<file path="src/stp_pkg.sv">
// Purpose: Shared constants and types for the service test panel control.
// Assumes: One 50 MHz system clock; key switch off removes power (reset).
// Notes: Long counts are top-level parameters defaulting to these values.
package stp_pkg;
    // Clock rate and times in their own units
    localparam int unsigned CLK_HZ = 50_000_000;
    localparam int unsigned DEB_MS = 10;
    localparam int unsigned FLASH_MS = 250;
    localparam int unsigned BRIEF_MS = 50;
    localparam int unsigned SHOW_MS = 500;
    localparam int unsigned SBLANK_MS = 250;
    localparam int unsigned LBLANK_MS = 1500;
    // Cycle counts derived from the times
    localparam int unsigned DEB_CYC = CLK_HZ / 1000 * DEB_MS;
    localparam int unsigned FLASH_CYC = CLK_HZ / 1000 * FLASH_MS;
    localparam int unsigned BRIEF_CYC = CLK_HZ / 1000 * BRIEF_MS;
    localparam int unsigned SHOW_CYC = CLK_HZ / 1000 * SHOW_MS;
    localparam int unsigned SBLANK_CYC = CLK_HZ / 1000 * SBLANK_MS;
    localparam int unsigned LBLANK_CYC = CLK_HZ / 1000 * LBLANK_MS;
    // Switch vector positions
    localparam int SW_SCRUB = 0;
    localparam int SW_DEC = 1;
    localparam int SW_INC = 2;
    localparam int SW_VAC = 3;
    localparam int SW_SOL = 4;
    localparam int SW_HORN = 5;
    localparam int SW_SPEED = 6;
    localparam int SW_WAND = 7;
    localparam int SW_N = 8;
    // Display symbol codes; 0..9 are the digits themselves
    localparam logic [4:0] SYM_BLANK = 5'h10;
    localparam logic [4:0] SYM_UNDER = 5'h11;
    localparam logic [4:0] SYM_T = 5'h12;
    // Last-pressed selector values
    localparam logic [1:0] LAST_NONE = 2'h0;
    localparam logic [1:0] LAST_DEC = 2'h1;
    localparam logic [1:0] LAST_INC = 2'h2;
    localparam logic [1:0] LAST_OTHER = 2'h3;
    // Fault code blink gap, in flash half periods
    localparam logic [4:0] FC_GAP = 5'h04;
    // Power-up mode, Gray along start, entry, test
    typedef enum logic [1:0] {
        MD_START = 2'b00,
        MD_ENTRY = 2'b01,
        MD_TEST = 2'b11,
        MD_IDLE = 2'b10
    } stp_mode_t;
    // Actuator states 1..4, Gray along the cycle
    typedef enum logic [1:0] {
        ACT_S1 = 2'b00,
        ACT_S2 = 2'b01,
        ACT_S3 = 2'b11,
        ACT_S4 = 2'b10
    } stp_act_t;
    // Display phase
    typedef enum logic {
        DS_SHOW = 1'b0,
        DS_BLANK = 1'b1
    } stp_disp_t;
endpackage : stp_pkg

</file>
<file path="src/stp_panel.sv">
// Purpose: Service test mode logic: panel switches to outputs and indicators.
// Assumes: Key switch off powers the block down, seen here as rst.
// Notes: Voltage and error digits arrive as BCD from the measuring logic.
//
// Notes on behaviour
// - Seat open darkens the three input indicators
// - Red lights on speed control forward
// - Yellow lights on forward/reverse signal
// - Green follows status, flashes fault codes
// - Display cycles voltage digits with blanks
// - Over-current faults replace voltage with codes
// - Scrub-off release toggles brush motor
// - Brush indicator encodes output, current, overload
// - Decrease release steps deck actuator state
// - Four states: off-up, down, off-down, up
// - Off states dark, green flash on current
// - On states steady green, flash without current
// - Horn jogs off actuator if last pressed
// - Horn ignored in on states
// - Squeegee actuator same via increase switch
// - Vacuum release toggles vacuum motor
// - Vacuum indicator encodes output, current, overload
// - Wand lights its indicator, drives nothing
// - Solution release toggles solenoid; red on overload
// - Speed release toggles multimode; brief-off for mode 2
// - Wand held at power-up enters test, shows t
// - Only key off leaves test mode
`timescale 1ns/10ps
`default_nettype none
module stp_panel
    import stp_pkg::*;
#(
    parameter int unsigned P_DEB_CYC = DEB_CYC,
    parameter int unsigned P_FLASH_CYC = FLASH_CYC,
    parameter int unsigned P_BRIEF_CYC = BRIEF_CYC,
    parameter int unsigned P_SHOW_CYC = SHOW_CYC,
    parameter int unsigned P_SBLANK_CYC = SBLANK_CYC,
    parameter int unsigned P_LBLANK_CYC = LBLANK_CYC
) (
    // Clock and reset
    input wire logic ref_clk,
    input wire logic rst,
    // Panel switches, high while pressed
    input wire logic [SW_N-1:0] sw_in,
    // Seat and speed controller signals
    input wire logic seat_closed,
    input wire logic sc_fwd,
    input wire logic sc_fwdrev,
    input wire logic sc_status,
    input wire logic [3:0] sc_fault_code,
    // Current sense and overload flags
    input wire logic cur_brush,
    input wire logic cur_vac,
    input wire logic cur_deck,
    input wire logic cur_sqg,
    input wire logic ovl_brush,
    input wire logic ovl_vac,
    input wire logic ovl_sol,
    // Battery voltage digits and error code
    input wire logic [11:0] batt_bcd,
    input wire logic oc_fault,
    input wire logic [7:0] oc_code_bcd,
    // Drive outputs
    output logic test_active,
    output logic brush_on,
    output logic vac_on,
    output logic sol_on,
    output logic multimode_on,
    output logic deck_on,
    output logic deck_down,
    output logic sqg_on,
    output logic sqg_down,
    // Indicators
    output logic led_scrub_grn,
    output logic led_scrub_red,
    output logic led_dec_grn,
    output logic led_inc_grn,
    output logic led_vac_grn,
    output logic led_vac_red,
    output logic led_sol_grn,
    output logic led_sol_red,
    output logic led_speed_grn,
    output logic led_wand,
    output logic led_bat_red,
    output logic led_bat_yel,
    output logic led_bat_grn,
    output logic [4:0] disp_sym
);
    ////////////////////////////////////////////////////////////////////////
    // Helpers
    function automatic stp_act_t act_next(input stp_act_t s);
        case (s)
            ACT_S1: act_next = ACT_S2;
            ACT_S2: act_next = ACT_S3;
            ACT_S3: act_next = ACT_S4;
            default: act_next = ACT_S1;
        endcase
    endfunction : act_next

    // Motor indicator {red, green}; overload wins over all else
    function automatic logic [1:0] motor_led(input logic on, input logic cur,
            input logic ovl, input logic fl, input logic br);
        if (ovl) motor_led = {fl, 1'b0};
        else if (on) motor_led = {1'b0, cur ? 1'b1 : !br};
        else motor_led = {1'b0, cur ? br : 1'b0};
    endfunction : motor_led

    // Actuator green: on states steady or flash, off states dark or flash
    function automatic logic act_led(input logic on, input logic cur,
            input logic fl);
        act_led = on ? (cur ? 1'b1 : fl) : (cur ? fl : 1'b0);
    endfunction : act_led

    ////////////////////////////////////////////////////////////////////////
    // Input synchronisers, two flops before any use
    localparam int IN_W = 44;
    logic [IN_W-1:0] raw_w;
    logic [IN_W-1:0] s1_r;
    logic [IN_W-1:0] s2_r;
    assign raw_w = {sw_in, seat_closed, sc_fwd, sc_fwdrev, sc_status, cur_brush,
        cur_vac, cur_deck, cur_sqg, ovl_brush, ovl_vac, ovl_sol, oc_fault,
        sc_fault_code, batt_bcd, oc_code_bcd};
    always_ff @(posedge ref_clk) begin
        s1_r <= raw_w;
        s2_r <= s1_r;
    end

    logic [SW_N-1:0] sw_s;
    logic seat_s, fwd_s, fr_s, stat_s, cb_s, cv_s, cd_s, cq_s;
    logic ob_s, ov_s, os_s, ocf_s;
    logic [3:0] scc_s;
    logic [11:0] bat_s;
    logic [7:0] occ_s;
    assign {sw_s, seat_s, fwd_s, fr_s, stat_s, cb_s, cv_s, cd_s, cq_s, ob_s, ov_s,
        os_s, ocf_s, scc_s, bat_s, occ_s} = s2_r;

    ////////////////////////////////////////////////////////////////////////
    // Debounce, press and release pulses
    logic [SW_N-1:0] db_r;
    logic [SW_N-1:0] db_nxt;
    logic [SW_N-1:0] press_w;
    logic [SW_N-1:0] rel_w;
    logic [31:0] dcnt_r [SW_N];
    // A level counts only after standing a full debounce period
    always_ff @(posedge ref_clk) begin
        for (int i = 0; i < SW_N; i++) begin
            if (rst || sw_s[i] == db_r[i]) dcnt_r[i] <= 32'h0;
            else dcnt_r[i] <= dcnt_r[i] + 32'h1;
        end
    end
    always_comb begin
        for (int i = 0; i < SW_N; i++) begin
            db_nxt[i] = (sw_s[i] != db_r[i] && dcnt_r[i] >= P_DEB_CYC - 1)
                ? sw_s[i] : db_r[i];
        end
    end
    always_ff @(posedge ref_clk) begin
        if (rst) db_r <= '0;
        else db_r <= db_nxt;
    end
    assign press_w = db_nxt & ~db_r;
    assign rel_w = ~db_nxt & db_r;

    ////////////////////////////////////////////////////////////////////////
    // Mode: entry decided once the wand level is debounced
    stp_mode_t md_r;
    stp_mode_t md_nxt;
    logic [31:0] st_cnt_r;
    logic in_test;
    always_comb begin
        md_nxt = md_r;
        case (md_r)
            MD_START: if (st_cnt_r >= P_DEB_CYC + 1)
                md_nxt = db_r[SW_WAND] ? MD_ENTRY : MD_IDLE;
            MD_ENTRY: if (!db_r[SW_WAND]) md_nxt = MD_TEST;
            // no switch exits; only reset does
            MD_TEST: md_nxt = MD_TEST;
            MD_IDLE: md_nxt = MD_IDLE;
            default: md_nxt = MD_START;
        endcase
    end
    always_ff @(posedge ref_clk) begin
        if (rst) begin
            md_r <= MD_START;
            st_cnt_r <= 32'h0;
        end else begin
            md_r <= md_nxt;
            st_cnt_r <= (md_r == MD_START) ? st_cnt_r + 32'h1 : st_cnt_r;
        end
    end
    assign in_test = (md_r == MD_TEST);

    ////////////////////////////////////////////////////////////////////////
    // Flash timebase; brief is the short start of each half period with fl_r high
    logic [31:0] fl_cnt_r;
    logic fl_r;
    logic fl_wrap;
    logic brief_w;
    assign fl_wrap = (fl_cnt_r >= P_FLASH_CYC - 1);
    assign brief_w = (fl_cnt_r < P_BRIEF_CYC) && fl_r;
    always_ff @(posedge ref_clk) begin
        if (rst) begin
            fl_cnt_r <= 32'h0;
            fl_r <= 1'b0;
        end else begin
            fl_cnt_r <= fl_wrap ? 32'h0 : fl_cnt_r + 32'h1;
            fl_r <= fl_wrap ? !fl_r : fl_r;
        end
    end

    ////////////////////////////////////////////////////////////////////////
    // Toggled outputs, actuator states, last switch, overload latches
    logic brush_r, vac_r, sol_r, mm_r;
    stp_act_t deck_st_r, sqg_st_r;
    logic [1:0] last_r;
    logic ovb_r, ovv_r, ovs_r;
    logic [1:0] last_nxt;
    // Horn is the jog key itself, so it must not clear the selection
    assign last_nxt = press_w[SW_DEC] ? LAST_DEC : press_w[SW_INC] ? LAST_INC
        : (|{press_w[SW_N-1:SW_HORN+1], press_w[SW_HORN-1:0]}) ? LAST_OTHER : last_r;
    always_ff @(posedge ref_clk) begin
        if (rst) begin
            brush_r <= 1'b0;
            vac_r <= 1'b0;
            sol_r <= 1'b0;
            mm_r <= 1'b0;
            deck_st_r <= ACT_S1;
            sqg_st_r <= ACT_S1;
            last_r <= LAST_NONE;
            ovb_r <= 1'b0;
            ovv_r <= 1'b0;
            ovs_r <= 1'b0;
        end else if (in_test) begin
            brush_r <= brush_r ^ rel_w[SW_SCRUB];
            vac_r <= vac_r ^ rel_w[SW_VAC];
            sol_r <= sol_r ^ rel_w[SW_SOL];
            mm_r <= mm_r ^ rel_w[SW_SPEED];
            deck_st_r <= rel_w[SW_DEC] ? act_next(deck_st_r) : deck_st_r;
            sqg_st_r <= rel_w[SW_INC] ? act_next(sqg_st_r) : sqg_st_r;
            last_r <= last_nxt;
            // Overloads stay latched until power-down
            ovb_r <= ovb_r | ob_s;
            ovv_r <= ovv_r | ov_s;
            ovs_r <= ovs_r | os_s;
        end
    end

    ////////////////////////////////////////////////////////////////////////
    // Actuator drive: Gray bit0 marks down, bit0 xor bit1 marks on
    logic deck_st_on, sqg_st_on, deck_jog, sqg_jog;
    assign deck_st_on = deck_st_r[0] ^ deck_st_r[1];
    assign sqg_st_on = sqg_st_r[0] ^ sqg_st_r[1];
    // horn jog only in off states
    assign deck_jog = !deck_st_on && last_r == LAST_DEC && db_r[SW_HORN];
    assign sqg_jog = !sqg_st_on && last_r == LAST_INC && db_r[SW_HORN];

    ////////////////////////////////////////////////////////////////////////
    // Speed controller fault blink: code blinks then a gap
    // One bit wider so the longest codes keep their gap
    logic [5:0] fc_cnt_r;
    logic [5:0] fc_len;
    logic fc_on;
    assign fc_len = {1'b0, scc_s, 1'b0} + {1'b0, FC_GAP};
    assign fc_on = (fc_cnt_r < {1'b0, scc_s, 1'b0}) && fl_r;
    always_ff @(posedge ref_clk) begin
        if (rst || scc_s == 4'h0) fc_cnt_r <= 6'h0;
        else if (fl_wrap) fc_cnt_r <= (fc_cnt_r >= fc_len - 6'h1) ? 6'h0 : fc_cnt_r + 6'h1;
    end

    ////////////////////////////////////////////////////////////////////////
    // Status display sequencer
    stp_disp_t ds_r;
    logic [1:0] idx_r;
    logic [31:0] dcyc_r;
    logic [1:0] last_idx;
    logic [31:0] ph_len;
    logic ph_end;
    logic [4:0] sym_w;
    // error codes take two symbols, voltage four
    assign last_idx = ocf_s ? 2'h1 : 2'h3;
    // long blank after the final symbol
    assign ph_len = (ds_r == DS_SHOW) ? P_SHOW_CYC
        : (idx_r >= last_idx) ? P_LBLANK_CYC : P_SBLANK_CYC;
    assign ph_end = (dcyc_r >= ph_len - 1);
    always_ff @(posedge ref_clk) begin
        if (rst || !in_test) begin
            ds_r <= DS_SHOW;
            idx_r <= 2'h0;
            dcyc_r <= 32'h0;
        end else begin
            dcyc_r <= ph_end ? 32'h0 : dcyc_r + 32'h1;
            if (ph_end) begin
                case (ds_r)
                    DS_SHOW: ds_r <= DS_BLANK;
                    DS_BLANK: begin
                        ds_r <= DS_SHOW;
                        idx_r <= (idx_r >= last_idx) ? 2'h0 : idx_r + 2'h1;
                    end
                    default: ds_r <= DS_SHOW;
                endcase
            end
        end
    end
    always_comb begin
        sym_w = SYM_BLANK;
        if (md_r == MD_ENTRY) sym_w = SYM_T;
        else if (in_test && ds_r == DS_SHOW) begin
            case (idx_r)
                2'h0: sym_w = {1'b0, ocf_s ? occ_s[7:4] : bat_s[11:8]};
                2'h1: sym_w = {1'b0, ocf_s ? occ_s[3:0] : bat_s[7:4]};
                2'h2: sym_w = SYM_UNDER;
                default: sym_w = {1'b0, bat_s[3:0]};
            endcase
        end
    end

    ////////////////////////////////////////////////////////////////////////
    // Indicator decode
    logic [1:0] brush_led, vac_led;
    logic seat_ok;
    assign brush_led = motor_led(brush_r, cb_s, ovb_r, fl_r, brief_w);
    assign vac_led = motor_led(vac_r, cv_s, ovv_r, fl_r, brief_w);
    assign seat_ok = in_test && seat_s;

    ////////////////////////////////////////////////////////////////////////
    // Output registers
    always_ff @(posedge ref_clk) begin
        if (rst) begin
            {test_active, brush_on, vac_on, sol_on, multimode_on} <= 5'h0;
            {deck_on, deck_down, sqg_on, sqg_down} <= 4'h0;
            {led_scrub_grn, led_scrub_red, led_dec_grn, led_inc_grn} <= 4'h0;
            {led_vac_grn, led_vac_red, led_sol_grn, led_sol_red} <= 4'h0;
            {led_speed_grn, led_wand, led_bat_red, led_bat_yel, led_bat_grn} <= 5'h0;
            disp_sym <= SYM_BLANK;
        end else begin
            test_active <= in_test;
            brush_on <= in_test && brush_r;
            vac_on <= in_test && vac_r;
            sol_on <= in_test && sol_r;
            multimode_on <= in_test && mm_r;
            deck_on <= in_test && (deck_st_on || deck_jog);
            deck_down <= in_test && deck_st_r[0];
            sqg_on <= in_test && (sqg_st_on || sqg_jog);
            sqg_down <= in_test && sqg_st_r[0];
            {led_scrub_red, led_scrub_grn} <= in_test ? brush_led : 2'h0;
            {led_vac_red, led_vac_grn} <= in_test ? vac_led : 2'h0;
            led_dec_grn <= in_test && act_led(deck_st_on, cd_s, fl_r);
            led_inc_grn <= in_test && act_led(sqg_st_on, cq_s, fl_r);
            led_sol_red <= in_test && ovs_r && fl_r;
            led_sol_grn <= in_test && !ovs_r && sol_r;
            led_speed_grn <= in_test && (mm_r ? !brief_w : 1'b1);
            led_wand <= in_test && db_r[SW_WAND];
            led_bat_red <= seat_ok && fwd_s;
            led_bat_yel <= seat_ok && fr_s;
            led_bat_grn <= seat_ok && (scc_s != 4'h0 ? fc_on : stat_s);
            disp_sym <= sym_w;
        end
    end
endmodule : stp_panel
`default_nettype wire

</file>
<file path="config.mk">
export PLATFORM = sky130hd
export DESIGN_NAME = stp_panel
export DESIGN_NICKNAME = d
export VERILOG_FILES = /design/src/stp_pkg.sv /design/src/stp_panel.sv
export SDC_FILE = /design/constraint.sdc
export NUM_CORES = 1
export LEC_CHECK = 0
export BUFFER_PORTS_ARGS = -buffer_cell sky130_fd_sc_hd__buf_2
export CAP_MARGIN = 0
export CORE_ASPECT_RATIO = 1.75
export CORE_MARGIN = 2
export CORE_UTILIZATION = 30
export DETAILED_ROUTE_END_ITERATION = 6
export PLACE_DENSITY = 0.45
export SLEW_MARGIN = 10
export SYNTH_ARGS = -nofsm -noshare
export SYNTH_HDL_FRONTEND = slang
export SYNTH_SLANG_ARGS = --single-unit
</file>
<file path="constraint.sdc">
create_clock -name ref_clk -period 3.8 [get_ports ref_clk]
set_input_delay 0.19 -clock ref_clk [delete_from_list [all_inputs] [get_ports ref_clk]]
set_output_delay 0.19 -clock ref_clk [all_outputs]
set_load 0.05 [all_outputs]
</file>
==> results_dict.tcl <==
set metrics [dict create \
    dp_hpwl_um 32000 \
    path_class "flip-flop to flip-flop" \
    h-tree-depth 2 \
    synth_ff_type "dfxtp_1" \
    ys_types 69 \
    via_count 15500 \
    start_util_pct 30.3 \
    final_nets 2497 \
    first_global_vias 15500 \
    reg2reg_from "s2_r[24]$_DFF_P_" \
    dieArea_mm2 0.0701 \
    grt_util_all_layers_pct 13.0 \
    ant_nets 0 \
    synth_top_area_share_pct 49.1 \
    cp.required_ns 4.33 \
    tritoncts "yes" \
    io_pins 73 \
    hp-class "primary input to flip-flop" \
    power.leakage_uw 0.00848 \
    syn2layout_area_growth_pct 16.9 \
    post_drt_wl_per_cell_um 13.6 \
    grt_max_degree 51 \
    status "complete, no violations" \
    cts_setup_buffers 0 \
    clockBufferDepth 3 \
    peakVddDrop_mv 0.309 \
    row_count 126 \
    dp_worst_setup_slack_ns 0.759 \
    finalSetupViolations 0 \
    avgSynthCellArea_um2 9.00 \
    post_dp_cell_area_mm2 0.0218 \
    clk_pin_slew_ns 0.06 \
    grt_antenna_before_repair 0 \
    relSlewSlack_pct 27.1 \
    layout_setup_ws_ns 0.749 \
    yosysWarnings 0 \
    final_common_cell "dfxtp_1" \
    fin_crit_ns 3.05 \
    antenna_cells 0 \
    numCtsBuffers 49 \
    dieHeight_um 349 \
    die_x_um 201 \
    cap_violations 0 \
    report.final.slew_viol_count 0 \
    yosys-top-cells-area "dfxtp_1 (49%), nor2_1 (7.4%), xor2_1 (6.9%)" \
    clk_latency_ns 0.59 \
    final_cell_mix "dfxtp_1 (500), nor2_1 (401), xor2_1 (161)" \
    fmax_mhz 328 \
    yosys.area.top_type "dfxtp_1" \
    cp.arrival_ns 3.58 \
    cts.sinks 500 \
    finalHoldViolCount 0 \
    dr.pass1.iters 5 \
    tightest_slew_ns 1.09 \
    final_core_util_pct 35.4 \
    gp_congestion 0.771 \
    hold_path_depth 2 \
    synthCells 2265 \
    start_kind "flip-flop" \
    core_area_mm2 0.0673 \
    synthesis.area_mm2 0.0204 \
    power.density_mw_per_mm2 440 \
    drt_iter0_markers 674 \
    portBuffers 72 \
    fin_area_mm2 0.0238 \
    rsz0062_at_grt "false" \
    fin_crit_sh_pct 80.3 \
    drt-total-wl_um 45400 \
    synth-edff-count 0 \
    worstPathMaxFanout 28 \
    post-route-drc-count 0 \
    end_kind "flip-flop" \
    ys_seq_area_share_pct 49.1 \
    ys_async_sr_fraction_pct 0 \
    grt-ovfl-total 0 \
    synth_seq_cells 500 \
    hold_end "s1_r[35]$_DFF_P_" \
    grt_first_pass_wirelength_um 75600 \
    min_from "seat_closed" \
    drive_gt1_share_pct 8.01 \
    tns_ns 0 \
    r2r_setup_slack_ns 0.75 \
    clk_root_buffer_cell "clkbuf_16" \
    reg2regPathDepth 11 \
    r2r_end "dcyc_r[15]$_SDFF_PP0_" \
    fin_skew_ns 0.0175 \
    viasPerCell 4.66 \
]
-- per-layer routing --
metal	routed length [µm]	GRT usage, %	vias up
met4	1380	4.84	0
met5	0	0	-
met3	1310	2.00	72
met2	23800	24.9	156
met1	18900	14.2	7299
li1	-	-	7997
-- state kept, by name, summed over array words and instances, names as in the netlist, 2 cells and up, named ones only --
name and cells:
sqg_st_r 2, idx_r 2, disp_sym 5, fc_cnt_r 6, md_r 2, dcyc_r 32
dcnt_r 256, s2_r 44, deck_st_r 2, last_r 2, fl_cnt_r 32, s1_r 44
db_r 7, st_cnt_r 32
-- cells in the mapped netlist, drive strengths merged, types with 7 or more instances --
| master | number |
|---|---|
| nand4 | 74 |
| xnor2 | 127 |
| inv | 66 |
| o41ai | 10 |
| a21oi | 74 |
| nand3 | 125 |
| nand2b | 10 |
| nor3 | 68 |
| a211oi | 7 |
| clkbuf | 51 |
| nand2 | 157 |
| and2 | 13 |
| mux2 | 8 |
| o21ai | 62 |
| or3 | 57 |
| nor4 | 39 |
| nor2 | 401 |
| and4 | 23 |
| and3 | 68 |
| dfxtp | 500 |
| ha | 54 |
| or4 | 10 |
| nor2b | 12 |
| xor2 | 161 |
-- layout make-up --
type / count / area (µm²)
inverter: 66 / 248
sequential: 500 / 10000
clock buffer: 64 / 1390
clock inverter: 24 / 230
timing repair buffer: 125 / 871
tap: 896 / 1120
fill: 6916 / 43500
multi-input combinational: 1655 / 9970
-- through the flow --
| stage | total power [µW] | cells | hold slack (ns) |
|---|---|---|---|
| 3_5_place_dp | 5650 | 3197 | 0.294 |
| 3_3_place_gp | 5650 | 3197 | 0.294 |
| 2_1_floorplan | 5570 | 2278 | 0.218 |
| 5_1_grt | 10900 | 3330 | 0.196 |
| 6_report | 10500 | 3330 | 0.227 |
| 4_1_cts | 10700 | 3330 | 0.172 |
-- power by group --
part           internal (µW)  switching (µW)
Clock                   2790            2120
Combinational           92.0             113
Sequential              5310            49.0
-- timing repair --
action,in CTS,in global routing
hold buffers,45,0
endpoints found under the hold margin,46,0
resized for setup,0,0
-- worst max path at each step --
stage	from	to	slack, ns	cells past startpoint
after floorplan	idx_r[1]$_SDFFE_PP0P_	dcyc_r[20]$_SDFF_PP0_	1.00	11
after global placement	s2_r[24]$_DFF_P_	dcyc_r[3]$_SDFF_PP0_	0.85	11
after detailed placement	s2_r[24]$_DFF_P_	dcyc_r[25]$_SDFF_PP0_	0.76	11
after CTS	s2_r[24]$_DFF_P_	dcyc_r[15]$_SDFF_PP0_	0.75	11
after global routing	s2_r[24]$_DFF_P_	dcyc_r[8]$_SDFF_PP0_	0.45	11
final	s2_r[24]$_DFF_P_	dcyc_r[15]$_SDFF_PP0_	0.75	11
-- cell families (layout without fill, tap and decap cells) --
group / Yosys count / after routing / synth area share [%]
AOI/OAI and AO/OA: 209 / 209 / 6.37
adders and majority gates: 54 / 54 / 3.31
buffers and inverters: 123 / 279 / 2.28
muxes: 12 / 12 / 0.638
and+or+nand+nor: 1077 / 1077 / 25.9
other: 2 / 15 / 0.0368
xor gates and xnor gates: 288 / 288 / 12.4
DFF: 500 / 500 / 49.1
-- critical path: stages, from the launching register on --
cell and delay [ns]:
dfxtp_1 0.55, ha_1 0.30, a21oi_1 0.21, nand2_1 0.23, ha_1 0.35, and3_1 0.17, a221oi_1 0.25, o21ai_0 0.20
a21oi_1 0.22, o211ai_1 0.10, buf_4 0.26, nor2_1 0.14
Note: power is estimated with default switching activity, not from simulation.
